## src/imbs_defs.svh

```systemverilog
// Address map, field positions and reset values of the input monitor bucket select bank
`ifndef IMBS_DEFS_SVH
`define IMBS_DEFS_SVH

`define IMBS_FIRST_CFG_ADDR 8'h20
`define IMBS_SECOND_CFG_ADDR 8'h21
`define IMBS_BUCKET_BASE_ADDR 8'h50
`define IMBS_BUCKET_LAST_ADDR 8'h5F
`define IMBS_BUCKET_INDEX_MSB 3
`define IMBS_CFG_RESET 8'h00
`define IMBS_BUCKET_RESET 8'h00
`define IMBS_UNMAPPED_READ 8'h00
`define IMBS_SEL_MSB 5
`define IMBS_SEL_LSB 4
`define IMBS_SET_COUNT 4
`define IMBS_BYTES_PER_SET 4
`define IMBS_PARAMS_RESET 32'h0000_0000
`define IMBS_SEL_RESET 2'h0

`endif

```

## src/imbs_pkg.sv

```systemverilog
// Types shared by the input monitor bucket select bank
package imbs_pkg;
  typedef logic [7:0] imbs_byte_type;
  typedef logic [1:0] imbs_sel_type;
  typedef logic [31:0] imbs_set_type;
endpackage

```

## src/imbs_bank.sv

```systemverilog
// Input monitor configuration registers and leaky-bucket set selection
//
// Function
// - Eight-bit read/write second input config register at 0x21, reset to zero.
// - Bits 5:4 of it choose bucket configuration 0 to 3 for second input.
// - Each input has own monitor; two-bit selector picks among sets at 0x50-0x5F.
// - First input selector value 11 makes its monitor use configuration 3.
`timescale 1ns/1ns
`include "imbs_defs.svh"
module imbs_bank (
  // Clock and reset
  input wire logic core_clk,
  input wire logic sys_rst,
  // Processor register port
  input wire imbs_pkg::imbs_byte_type reg_addr,
  input wire imbs_pkg::imbs_byte_type reg_wdata,
  input wire logic reg_wr,
  input wire logic reg_rd,
  output imbs_pkg::imbs_byte_type reg_rdata,
  output logic reg_rvalid,
  // Selectors seen by the activity monitors
  output imbs_pkg::imbs_sel_type first_input_bucket_select,
  output imbs_pkg::imbs_sel_type second_input_bucket_select,
  // Chosen leaky-bucket parameters per input
  output imbs_pkg::imbs_set_type first_bucket_params,
  output imbs_pkg::imbs_set_type second_bucket_params
);
  import imbs_pkg::*;

  localparam int SET_BYTES = `IMBS_SET_COUNT * `IMBS_BYTES_PER_SET;

  // Register storage; sixteen bucket bytes are cheap enough as flops
  // and keep every set readable in the same cycle
  imbs_byte_type first_input_config;
  imbs_byte_type second_input_monitor_config;
  imbs_byte_type bucket_mem [0:SET_BYTES-1];
  imbs_set_type bucket_set [0:`IMBS_SET_COUNT-1];

  // Address decode
  logic hit_first_cfg;
  logic hit_second_cfg;
  logic in_bucket_range;
  logic [`IMBS_BUCKET_INDEX_MSB:0] bucket_index;

  // Write enables
  logic first_cfg_wr;
  logic second_cfg_wr;
  logic [SET_BYTES-1:0] bucket_byte_wr;

  // Stored selector fields
  imbs_sel_type first_field;
  imbs_sel_type second_field;

  // Read data for the current strobe
  imbs_byte_type bucket_rd_byte;
  imbs_byte_type next_reg_rdata;

  // Windows do not overlap, so the chain order carries no priority;
  // an unmapped address leaves every hit low and is ignored on write
  always_comb begin
    hit_first_cfg = 1'b0;
    hit_second_cfg = 1'b0;
    in_bucket_range = 1'b0;
    if (reg_addr == `IMBS_FIRST_CFG_ADDR) begin
      hit_first_cfg = 1'b1;
    end else if (reg_addr == `IMBS_SECOND_CFG_ADDR) begin
      hit_second_cfg = 1'b1;
    end else if ((reg_addr >= `IMBS_BUCKET_BASE_ADDR) &&
                 (reg_addr <= `IMBS_BUCKET_LAST_ADDR)) begin
      in_bucket_range = 1'b1;
    end
  end

  // Low address bits pick the byte inside the bucket window
  assign bucket_index = reg_addr[`IMBS_BUCKET_INDEX_MSB:0];
  assign bucket_rd_byte = bucket_mem[bucket_index];

  // A read and a write in one cycle return the old value, since reads use the flops
  assign first_cfg_wr = reg_wr && hit_first_cfg;
  assign second_cfg_wr = reg_wr && hit_second_cfg;

  // One write enable per bucket byte; at most one is high in any cycle
  // because the index comes from a single address
  generate
    for (genvar b = 0; b < SET_BYTES; b++) begin : g_byte_wr
      assign bucket_byte_wr[b] = reg_wr && in_bucket_range &&
                                 (int'(bucket_index) == b);
    end
  endgenerate

  // First input configuration, full byte kept; only its selector
  // field is decoded here
  always_ff @(posedge core_clk) begin
    if (sys_rst) begin
      first_input_config <= `IMBS_CFG_RESET;
    end else if (first_cfg_wr) begin
      first_input_config <= reg_wdata;
    end
  end

  // Reserved bits are stored as written; software is expected to keep them zero.
  // Forcing them low would hide a software fault that then reads back clean
  always_ff @(posedge core_clk) begin
    if (sys_rst) begin
      second_input_monitor_config <= `IMBS_CFG_RESET;
    end else if (second_cfg_wr) begin
      second_input_monitor_config <= reg_wdata;
    end
  end

  // Shared leaky-bucket parameter storage; a byte write reaches the
  // parameters of every input on that set one edge later
  always_ff @(posedge core_clk) begin
    for (int i = 0; i < SET_BYTES; i++) begin
      if (sys_rst) begin
        bucket_mem[i] <= `IMBS_BUCKET_RESET;
      end else if (bucket_byte_wr[i]) begin
        bucket_mem[i] <= reg_wdata;
      end
    end
  end

  // Sets are little-endian groups of four bytes, lowest address in bits 7:0
  generate
    for (genvar k = 0; k < `IMBS_SET_COUNT; k++) begin : g_set
      localparam int BASE = k * `IMBS_BYTES_PER_SET;
      assign bucket_set[k] = {bucket_mem[BASE+3], bucket_mem[BASE+2],
                              bucket_mem[BASE+1], bucket_mem[BASE]};
    end
  endgenerate

  // Unmapped addresses read as zero so software never sees stale data;
  // the bucket bytes read back exactly as written
  always_comb begin
    if (hit_first_cfg) begin
      next_reg_rdata = first_input_config;
    end else if (hit_second_cfg) begin
      next_reg_rdata = second_input_monitor_config;
    end else if (in_bucket_range) begin
      next_reg_rdata = bucket_rd_byte;
    end else begin
      next_reg_rdata = `IMBS_UNMAPPED_READ;
    end
  end

  // Read data stands until the next read, so software may fetch it late
  always_ff @(posedge core_clk) begin
    if (sys_rst) begin
      reg_rdata <= `IMBS_UNMAPPED_READ;
    end else if (reg_rd) begin
      reg_rdata <= next_reg_rdata;
    end
  end

  // Answer strobe, one cycle per read strobe; back-to-back reads give
  // back-to-back answers
  always_ff @(posedge core_clk) begin
    if (sys_rst) begin
      reg_rvalid <= 1'b0;
    end else begin
      reg_rvalid <= reg_rd;
    end
  end

  // Only bits 5:4 steer logic; the rest of each byte is plain storage
  // and has no effect on the monitors
  assign first_field = first_input_config[`IMBS_SEL_MSB:`IMBS_SEL_LSB];
  assign second_field = second_input_monitor_config[`IMBS_SEL_MSB:`IMBS_SEL_LSB];

  // Selector outputs follow the registers one cycle later, on the same
  // edge as the chosen parameters, so a monitor never sees them disagree
  always_ff @(posedge core_clk) begin
    if (sys_rst) begin
      first_input_bucket_select <= `IMBS_SEL_RESET;
    end else begin
      first_input_bucket_select <= first_field;
    end
  end

  // Second input selector
  always_ff @(posedge core_clk) begin
    if (sys_rst) begin
      second_input_bucket_select <= `IMBS_SEL_RESET;
    end else begin
      second_input_bucket_select <= second_field;
    end
  end

  // One picker per input monitor, all sharing the same four sets;
  // each takes the stored field so its output lines up with the selector
  imbs_bucket_pick u_first_pick (
    // Clock and reset
    .core_clk(core_clk),
    .sys_rst(sys_rst),
    // Selector from the first input's register
    .bucket_select(first_field),
    // Shared sets
    .set0(bucket_set[0]),
    .set1(bucket_set[1]),
    .set2(bucket_set[2]),
    .set3(bucket_set[3]),
    // Chosen set
    .bucket_params(first_bucket_params)
  );

  imbs_bucket_pick u_second_pick (
    // Clock and reset
    .core_clk(core_clk),
    .sys_rst(sys_rst),
    // Selector from the second input's register
    .bucket_select(second_field),
    // Shared sets
    .set0(bucket_set[0]),
    .set1(bucket_set[1]),
    .set2(bucket_set[2]),
    .set3(bucket_set[3]),
    // Chosen set
    .bucket_params(second_bucket_params)
  );
endmodule // imbs_bank

```

## src/imbs_bucket_pick.sv

```systemverilog
// Picks one of four shared leaky-bucket parameter sets for one input monitor
`timescale 1ns/1ns
`include "imbs_defs.svh"
module imbs_bucket_pick (
  // Clock and reset
  input wire logic core_clk,
  input wire logic sys_rst,
  // Selector and shared sets
  input wire imbs_pkg::imbs_sel_type bucket_select,
  input wire imbs_pkg::imbs_set_type set0,
  input wire imbs_pkg::imbs_set_type set1,
  input wire imbs_pkg::imbs_set_type set2,
  input wire imbs_pkg::imbs_set_type set3,
  // Chosen set, registered
  output imbs_pkg::imbs_set_type bucket_params
);
  import imbs_pkg::*;

  always_ff @(posedge core_clk) begin
    if (sys_rst) begin
      bucket_params <= `IMBS_PARAMS_RESET;
    end else begin
      case (bucket_select)
        2'h0: bucket_params <= set0;
        2'h1: bucket_params <= set1;
        2'h2: bucket_params <= set2;
        default: bucket_params <= set3;
      endcase
    end
  end
endmodule // imbs_bucket_pick

```

## config.mk

```make
export PLATFORM = sky130hd
export DESIGN_NAME = imbs_bank
export DESIGN_NICKNAME = d
export VERILOG_FILES = /design/src/imbs_pkg.sv /design/src/imbs_bank.sv /design/src/imbs_bucket_pick.sv
export VERILOG_INCLUDE_DIRS = /design/src
export SDC_FILE = /design/constraint.sdc
export NUM_CORES = 1
export LEC_CHECK = 0
export BUFFER_PORTS_ARGS = -buffer_cell sky130_fd_sc_hd__clkbuf_2
export CORE_MARGIN = 10
export CORE_UTILIZATION = 54
export DETAILED_ROUTE_END_ITERATION = 16
export MAX_ROUTING_LAYER = met4
export PLACE_DENSITY = 0.76
export SLEW_MARGIN = 20
export SYNTH_ARGS = -nofsm -noshare
export SYNTH_HDL_FRONTEND = slang
export SYNTH_SLANG_ARGS = --single-unit
```

## constraint.sdc

```tcl
create_clock -name core_clk -period 1.65 [get_ports core_clk]
set_clock_uncertainty 0.15 [all_clocks]
set_input_delay 0.0825 -clock core_clk [delete_from_list [all_inputs] [get_ports core_clk]]
set_output_delay 0.0825 -clock core_clk [all_outputs]
set_load 0.005 [all_outputs]
```

# After elaboration in Yosys (flattened, before gate mapping)
# Memories as Yosys holds them, arrays and structs flattened.
# Cells that the tools add are included.
totals:
  ff_bits: 93
  ram_bits: 128
  inputBits: 20
  out_inout_bits: 77
  wordCells: 148
  n_memories: 1
classes:
  n_lt_le_gt_ge: 2
  n_eq_ne: 21
  muxes: 77
  n_bitwise: 16
  reduce_logical: 23
mem_list:
  columns: ["memory", "words", "word_bits", "read_ports", "rd_ports_with_merged_regs", "wr", "line_no", "source"]
  rows:
  - ["bucket_mem", 16, 8, 17, 0, 16, "imbs_bank.sv:36", "imbs_byte_type bucket_mem [0:SET_BYTES-1];"]
op_table:
  columns: ["op", "count"]
  rows:
  - ["$pmux 32 s3", 2]
  - ["$mux 8", 19]
  - ["$mux 1", 56]
  - ["$eq 4x4->1 const B", 8]
  - ["$logic_and 1x1->1", 20]
  - ["$eq 4x3->1 const B", 4]
  - ["$eq 8x6->1 const B", 2]
  - ["$or 1x1->1", 16]
  - ["$eq 4x2->1 const B", 2]
  - ["$ge 8x7->1 const B", 1]
  - ["$le 8x7->1 const B", 1]
  - ["$eq 2x1->1 const B", 2]
  - ["$eq 2x2->1 const B", 2]
  - ["$eq 4x1->1 const B", 1]
  - ["$logic_not 2->1", 2]
  - ["$logic_not 4->1", 1]

# Longest topological paths before layout
depth:
  ltp_word: 11
  mapped_depth: 9

# Cells and area by module
# A second synthesis with hierarchy kept.
unflattened:
  cells_unflattened: 852
  hier_area_um2: 10530.1
modules_own_cells:
  columns: ["mod", "n_inst", "cells_per_inst", "area_each_um2"]
  rows:
  - ["imbs_bank", 1, 564, 7267.0]
  - ["imbs_bucket_pick", 2, 144, 1631.6]

# Least setup slack after synthesis
# OpenSTA, ideal clock, no wires.
synth_path:
  path_type: "input to register"
  startpoint: "input port reg_addr[7]"
  endpoint: "memory bucket_mem[13][0] in the netlist's numbering (enable)"
  arrival_time_ns: 1.295
  required_time_ns: 1.125
  path_slack_ns: -0.170
  path_stages: 4
  n_path_buf: 1
  path_cell_list: "and4bb_2 -> buf_4 -> nand4_1 -> o21bai_1"
synth_rtl:
  columns: ["element", "line_no", "source"]
  rows:
  - ["start: declaration", "imbs_bank.sv:15", "input wire imbs_pkg::imbs_byte_type reg_addr,"]
  - ["end: declaration", "imbs_bank.sv:36", null]

==> impl_metrics.py <==
metrics = {
    "yosys": {
        "yosys_warnings": 0,
        "syn_area_um2": 10600,
        "synth.yosys.seq_area_share_pct": 53.6,
        "postSynthRegisterBits": 221,
        "synth_nets": 794,
        "yosys_most_used_dff": "sky130_fd_sc_hd__edfxtp_1",
        "synth_cell_types": 45,
        "post_synth_edffs": 128,
        "synthesis.area_per_instance_um2": 13.8,
        "post_synth_inst_count": 774,
        "postSynth.asyncResetShare_pct": 0,
    },
    "setup_path": {
        "crit_start": "bucket_mem[12][5]",
        "critical_path.endpoint": "u_first_pick.bucket_params[5]",
        "cp_slowest_cell": "sky130_fd_sc_hd__edfxtp_1",
        "worst_endpoint_required_time_ps": 1890,
        "critPathBufInv": 3,
        "critical_path_arrival_ps": 2020,
        "timing_worst_setup_path_type": "flop to flop",
        "crit_path_frequent_cell": "sky130_fd_sc_hd__buf_4",
        "rr_startpoint": "bucket_mem[12][5]",
        "worst_setup_path_start_kind": "flop",
        "cp_num_cells": 5,
        "reg2reg_depth": 5,
        "worstPathCellList": "buf_4, buf_6, buf_4, mux4_2, nor2b_1",
        "worstSetupEndpointType": "flop",
        "crit-reg2reg-capture": "u_first_pick.bucket_params[5]",
        "cpLargestDelayFamily": "flip-flops",
        "cp_slowest_stage_delay_ps": 480,
        "reg2reg_slack_ps": -130,
        "crit_fanout": 2,
    },
    "clocking": {
        "tritoncts_clock_tree": "done",
        "cts-buffers-inserted": 24,
        "worst_skew_pair.late_latency_ps": 520,
        "cts.sinks": 221,
        "deepest_clock_path_buffer_count": 3,
        "cts.reportedPaths.clkPinSlew_ps": 60,
        "ctsHtreeMaxLevel": 1,
        "cell_chosen_for_the_clock_root": "sky130_fd_sc_hd__clkbuf_16",
    },
    "power_and_ir_drop": {
        "power.net_switching_mw": 3.04,
        "power.clock.fraction_pct": 41.8,
        "vdd_drop_max_v": 0.000923,
        "power.leakage_nw": 5.38,
        "pwr_density_cell_nw_per_um2": 962,
        "power_report.internal_total_mw": 9.98,
        "share_seq_of_total_power_pct": 48.5,
        "power.share.switching_pct": 23.3,
        "combinationalPowerShare_pct": 9.7,
        "finalPower_mw": 13.0,
    },
    "global_routing": {
        "antenna_found_initial": 1,
        "first_pass_grt_wire_length_mm": 49.2,
        "gr-usage-all-layers_pct": 26.0,
        "grt_start_max_net_pins": 49,
        "vias_in_the_first_global_route": 7684,
        "total_grt_overflow": 0,
    },
    "die": {
        "fp-row-count": 51,
        "die-area_um2": 25700,
        "num_io_pins": 97,
        "initial_utilization_pct": 54.9,
        "dieHeight_um": 160,
        "placeableCoreArea_um2": 19400,
        "die_w_um": 160,
    },
    "drt": {
        "ant_nets": 0,
        "routed_wire_length_per_instance_um": 25.6,
        "via_count": 7710,
        "wirelength_mm": 33.1,
        "avgViaCountPerCell": 5.96,
        "drcViolationCount": 0,
        "drt_first_iter_violations": 719,
        "drtPass1Iterations": 5,
    },
    "finish": {
        "final_layout_size_suffix_gt1_share_pct": 42.0,
        "nNetsFinal": 1029,
        "area.growth.synth_to_final_pct": 27.2,
        "layout_filler_cell_count": 1369,
        "layout.cells.most_common_list": "sky130_fd_sc_hd__buf_4, sky130_fd_sc_hd__and2_1, sky130_fd_sc_hd__edfxtp_1",
        "stdcell_count": 1293,
        "layout.cells.most_common": "sky130_fd_sc_hd__buf_4",
        "fin_util_pct": 69.8,
        "area.sequential_um2": 5710,
        "multi_input_comb_area_um2": 4680,
    },
    "sta": {
        "max_slew.worst_pin.slew_ps": 612,
        "relSlewSlack_pct": 59.2,
        "postLayoutSetupSlackWorst_ps": -130,
        "setup-violations-final": 12,
        "setup_repair_after_global_routing_missed_its_margin": "yes",
        "final_hold_viol_count": 0,
        "final_cycle_share_pct": 108,
        "report.final.slew_viol_count": 0,
        "post-route-min-period_ps": 1780,
        "clock.fmax_mhz": 562,
        "setup_total_negative_slack_ps": -712,
    },
    "placed_design": {
        "gp_routability_congestion": 0.980,
        "placement.setup.worst_slack_ps": -215,
        "placedCellCount": 1230,
        "total_half_perimeter_wirelength_after_legalization_and_detailed_placement_mm": 24.3,
        "buffer_ports.inserted": 96,
    },
    "outcome": {
        "failed_checks": "setup timing",
        "outcome": "complete, but fails checks",
    },
    "run": {
        "cap_violations": 0,
    },
    "worst_hold_path": {
        "worst_hold_path_type": "input port to flop",
    },
}
## cells in the mapped netlist (all sizes together) (3+ instances only)
cell / n / area (µm²)
and2: 129 / 807
mux2: 3 / 33.8
nand2: 5 / 18.8
nand4b: 3 / 32.5
mux4: 77 / 1780
nor4: 4 / 50.1
nor2: 59 / 239
edfxtp: 128 / 3840
dfxtp: 93 / 1860
or2: 4 / 25.0
mux2i: 55 / 551
clkbuf: 32 / 120
o22ai: 3 / 18.8
o21bai: 16 / 120
a22oi: 12 / 90.1
o221a: 4 / 45.0
nor2b: 71 / 444
nand3: 13 / 70.1
a31oi: 5 / 31.3
a21oi: 4 / 20.0
a2111oi: 3 / 45.0
o2111ai: 5 / 43.8
inv: 3 / 11.3
nand4: 3 / 18.8
buf: 28 / 218
## area by class of cell
| type | count | area share, % |
|---|---|---|
| Antenna cell | 1 | 0.0185 |
| Clock buffer | 34 | 5.40 |
| Clock inverter | 10 | 0.600 |
| Inverter | 4 | 0.111 |
| Multi-Input combinational cell | 489 | 34.6 |
| Sequential cell | 221 | 42.1 |
| Tap cell | 265 | 2.45 |
| Timing Repair Buffer | 269 | 14.7 |
## through the flow
| step | area [µm²] | hold slack, ps |
|---|---|---|
| after CTS | 13500 | 5.29 |
| final | 13500 | 19.0 |
| after floorplan | 10700 | 76.4 |
| after detailed placement | 12500 | 251 |
| after global placement | 12500 | 235 |
| after global routing | 13500 | 63.1 |
## worst register-to-register path, stage by stage, from the launching register on
cell and delay, ps:
sky130_fd_sc_hd__edfxtp_1 480, sky130_fd_sc_hd__buf_4 190, sky130_fd_sc_hd__buf_6 110, sky130_fd_sc_hd__buf_4 120, sky130_fd_sc_hd__mux4_2 470, sky130_fd_sc_hd__nor2b_1 140
## worst min-delay path by stage
| stage | from | endpoint | cells past startpoint |
|---|---|---|---|
| final | reg_wr | first_input_config[2] | 4 |
| after global routing | reg_wdata[7] | second_input_monitor_config[7] | 3 |
| after CTS | reg_wr | first_input_config[0] | 4 |
| after detailed placement | sys_rst | u_second_pick.bucket_params[16] | 2 |
| after global placement | sys_rst | u_second_pick.bucket_params[16] | 2 |
| after floorplan | reg_wdata[0] | first_input_config[0] | 2 |
## routing by layer
| layer | vias up | global-route usage [%] | share of wire, % |
|---|---|---|---|
| li1 | 3338 | - | - |
| met1 | 3919 | 32.4 | 38 |
| met2 | 398 | 43.6 | 50 |
| met3 | 55 | 4.24 | 8.5 |
| met4 | 0 | 6.34 | 2.7 |
| met5 | - | - | 0 |
## flip-flops by register name, summed over array words and instances, names as in the netlist
| signal | flops |
|---|---|
| first_input_config | 8 |
| reg_rdata | 8 |
| second_input_monitor_config | 8 |
| first_input_bucket_select | 2 |
| second_input_bucket_select | 2 |
| bucket_mem | 128 |
| u_second_pick.bucket_params | 32 |
| reg_rvalid | 1 |
| u_first_pick.bucket_params | 32 |
## logic make-up after synthesis
logic type             after synthesis  share of synthesized area [%]
AOI/OAI and AO/OA                   56                           4.25
buffers and inverters               64                           3.31
DFF                                221                           53.6
muxes                              135                           22.2
and+or+nand+nor                    298                           16.7
## power by group through the flow
stage / Sequential, mW / Clock [mW] / Combinational (mW)
CTS: 6.30 / 5.46 / 1.24
detailed placement: 6.42 / 0 / 1.18
global placement: 6.41 / 0 / 1.16
global route: 6.33 / 5.67 / 1.34
finish: 6.31 / 5.44 / 1.27
floorplan: 6.31 / 0 / 0.594
## timing repair
action                                  CTS  global route
hold endpoints to repair                 61             0
endpoints found under the setup margin    8            12
pin swaps                                12             4
gates cloned                              0             0
hold buffers                              2             0
buffers inserted                         15             2
gates resized for setup                  17            14
(Power assumes the default switching activity.)
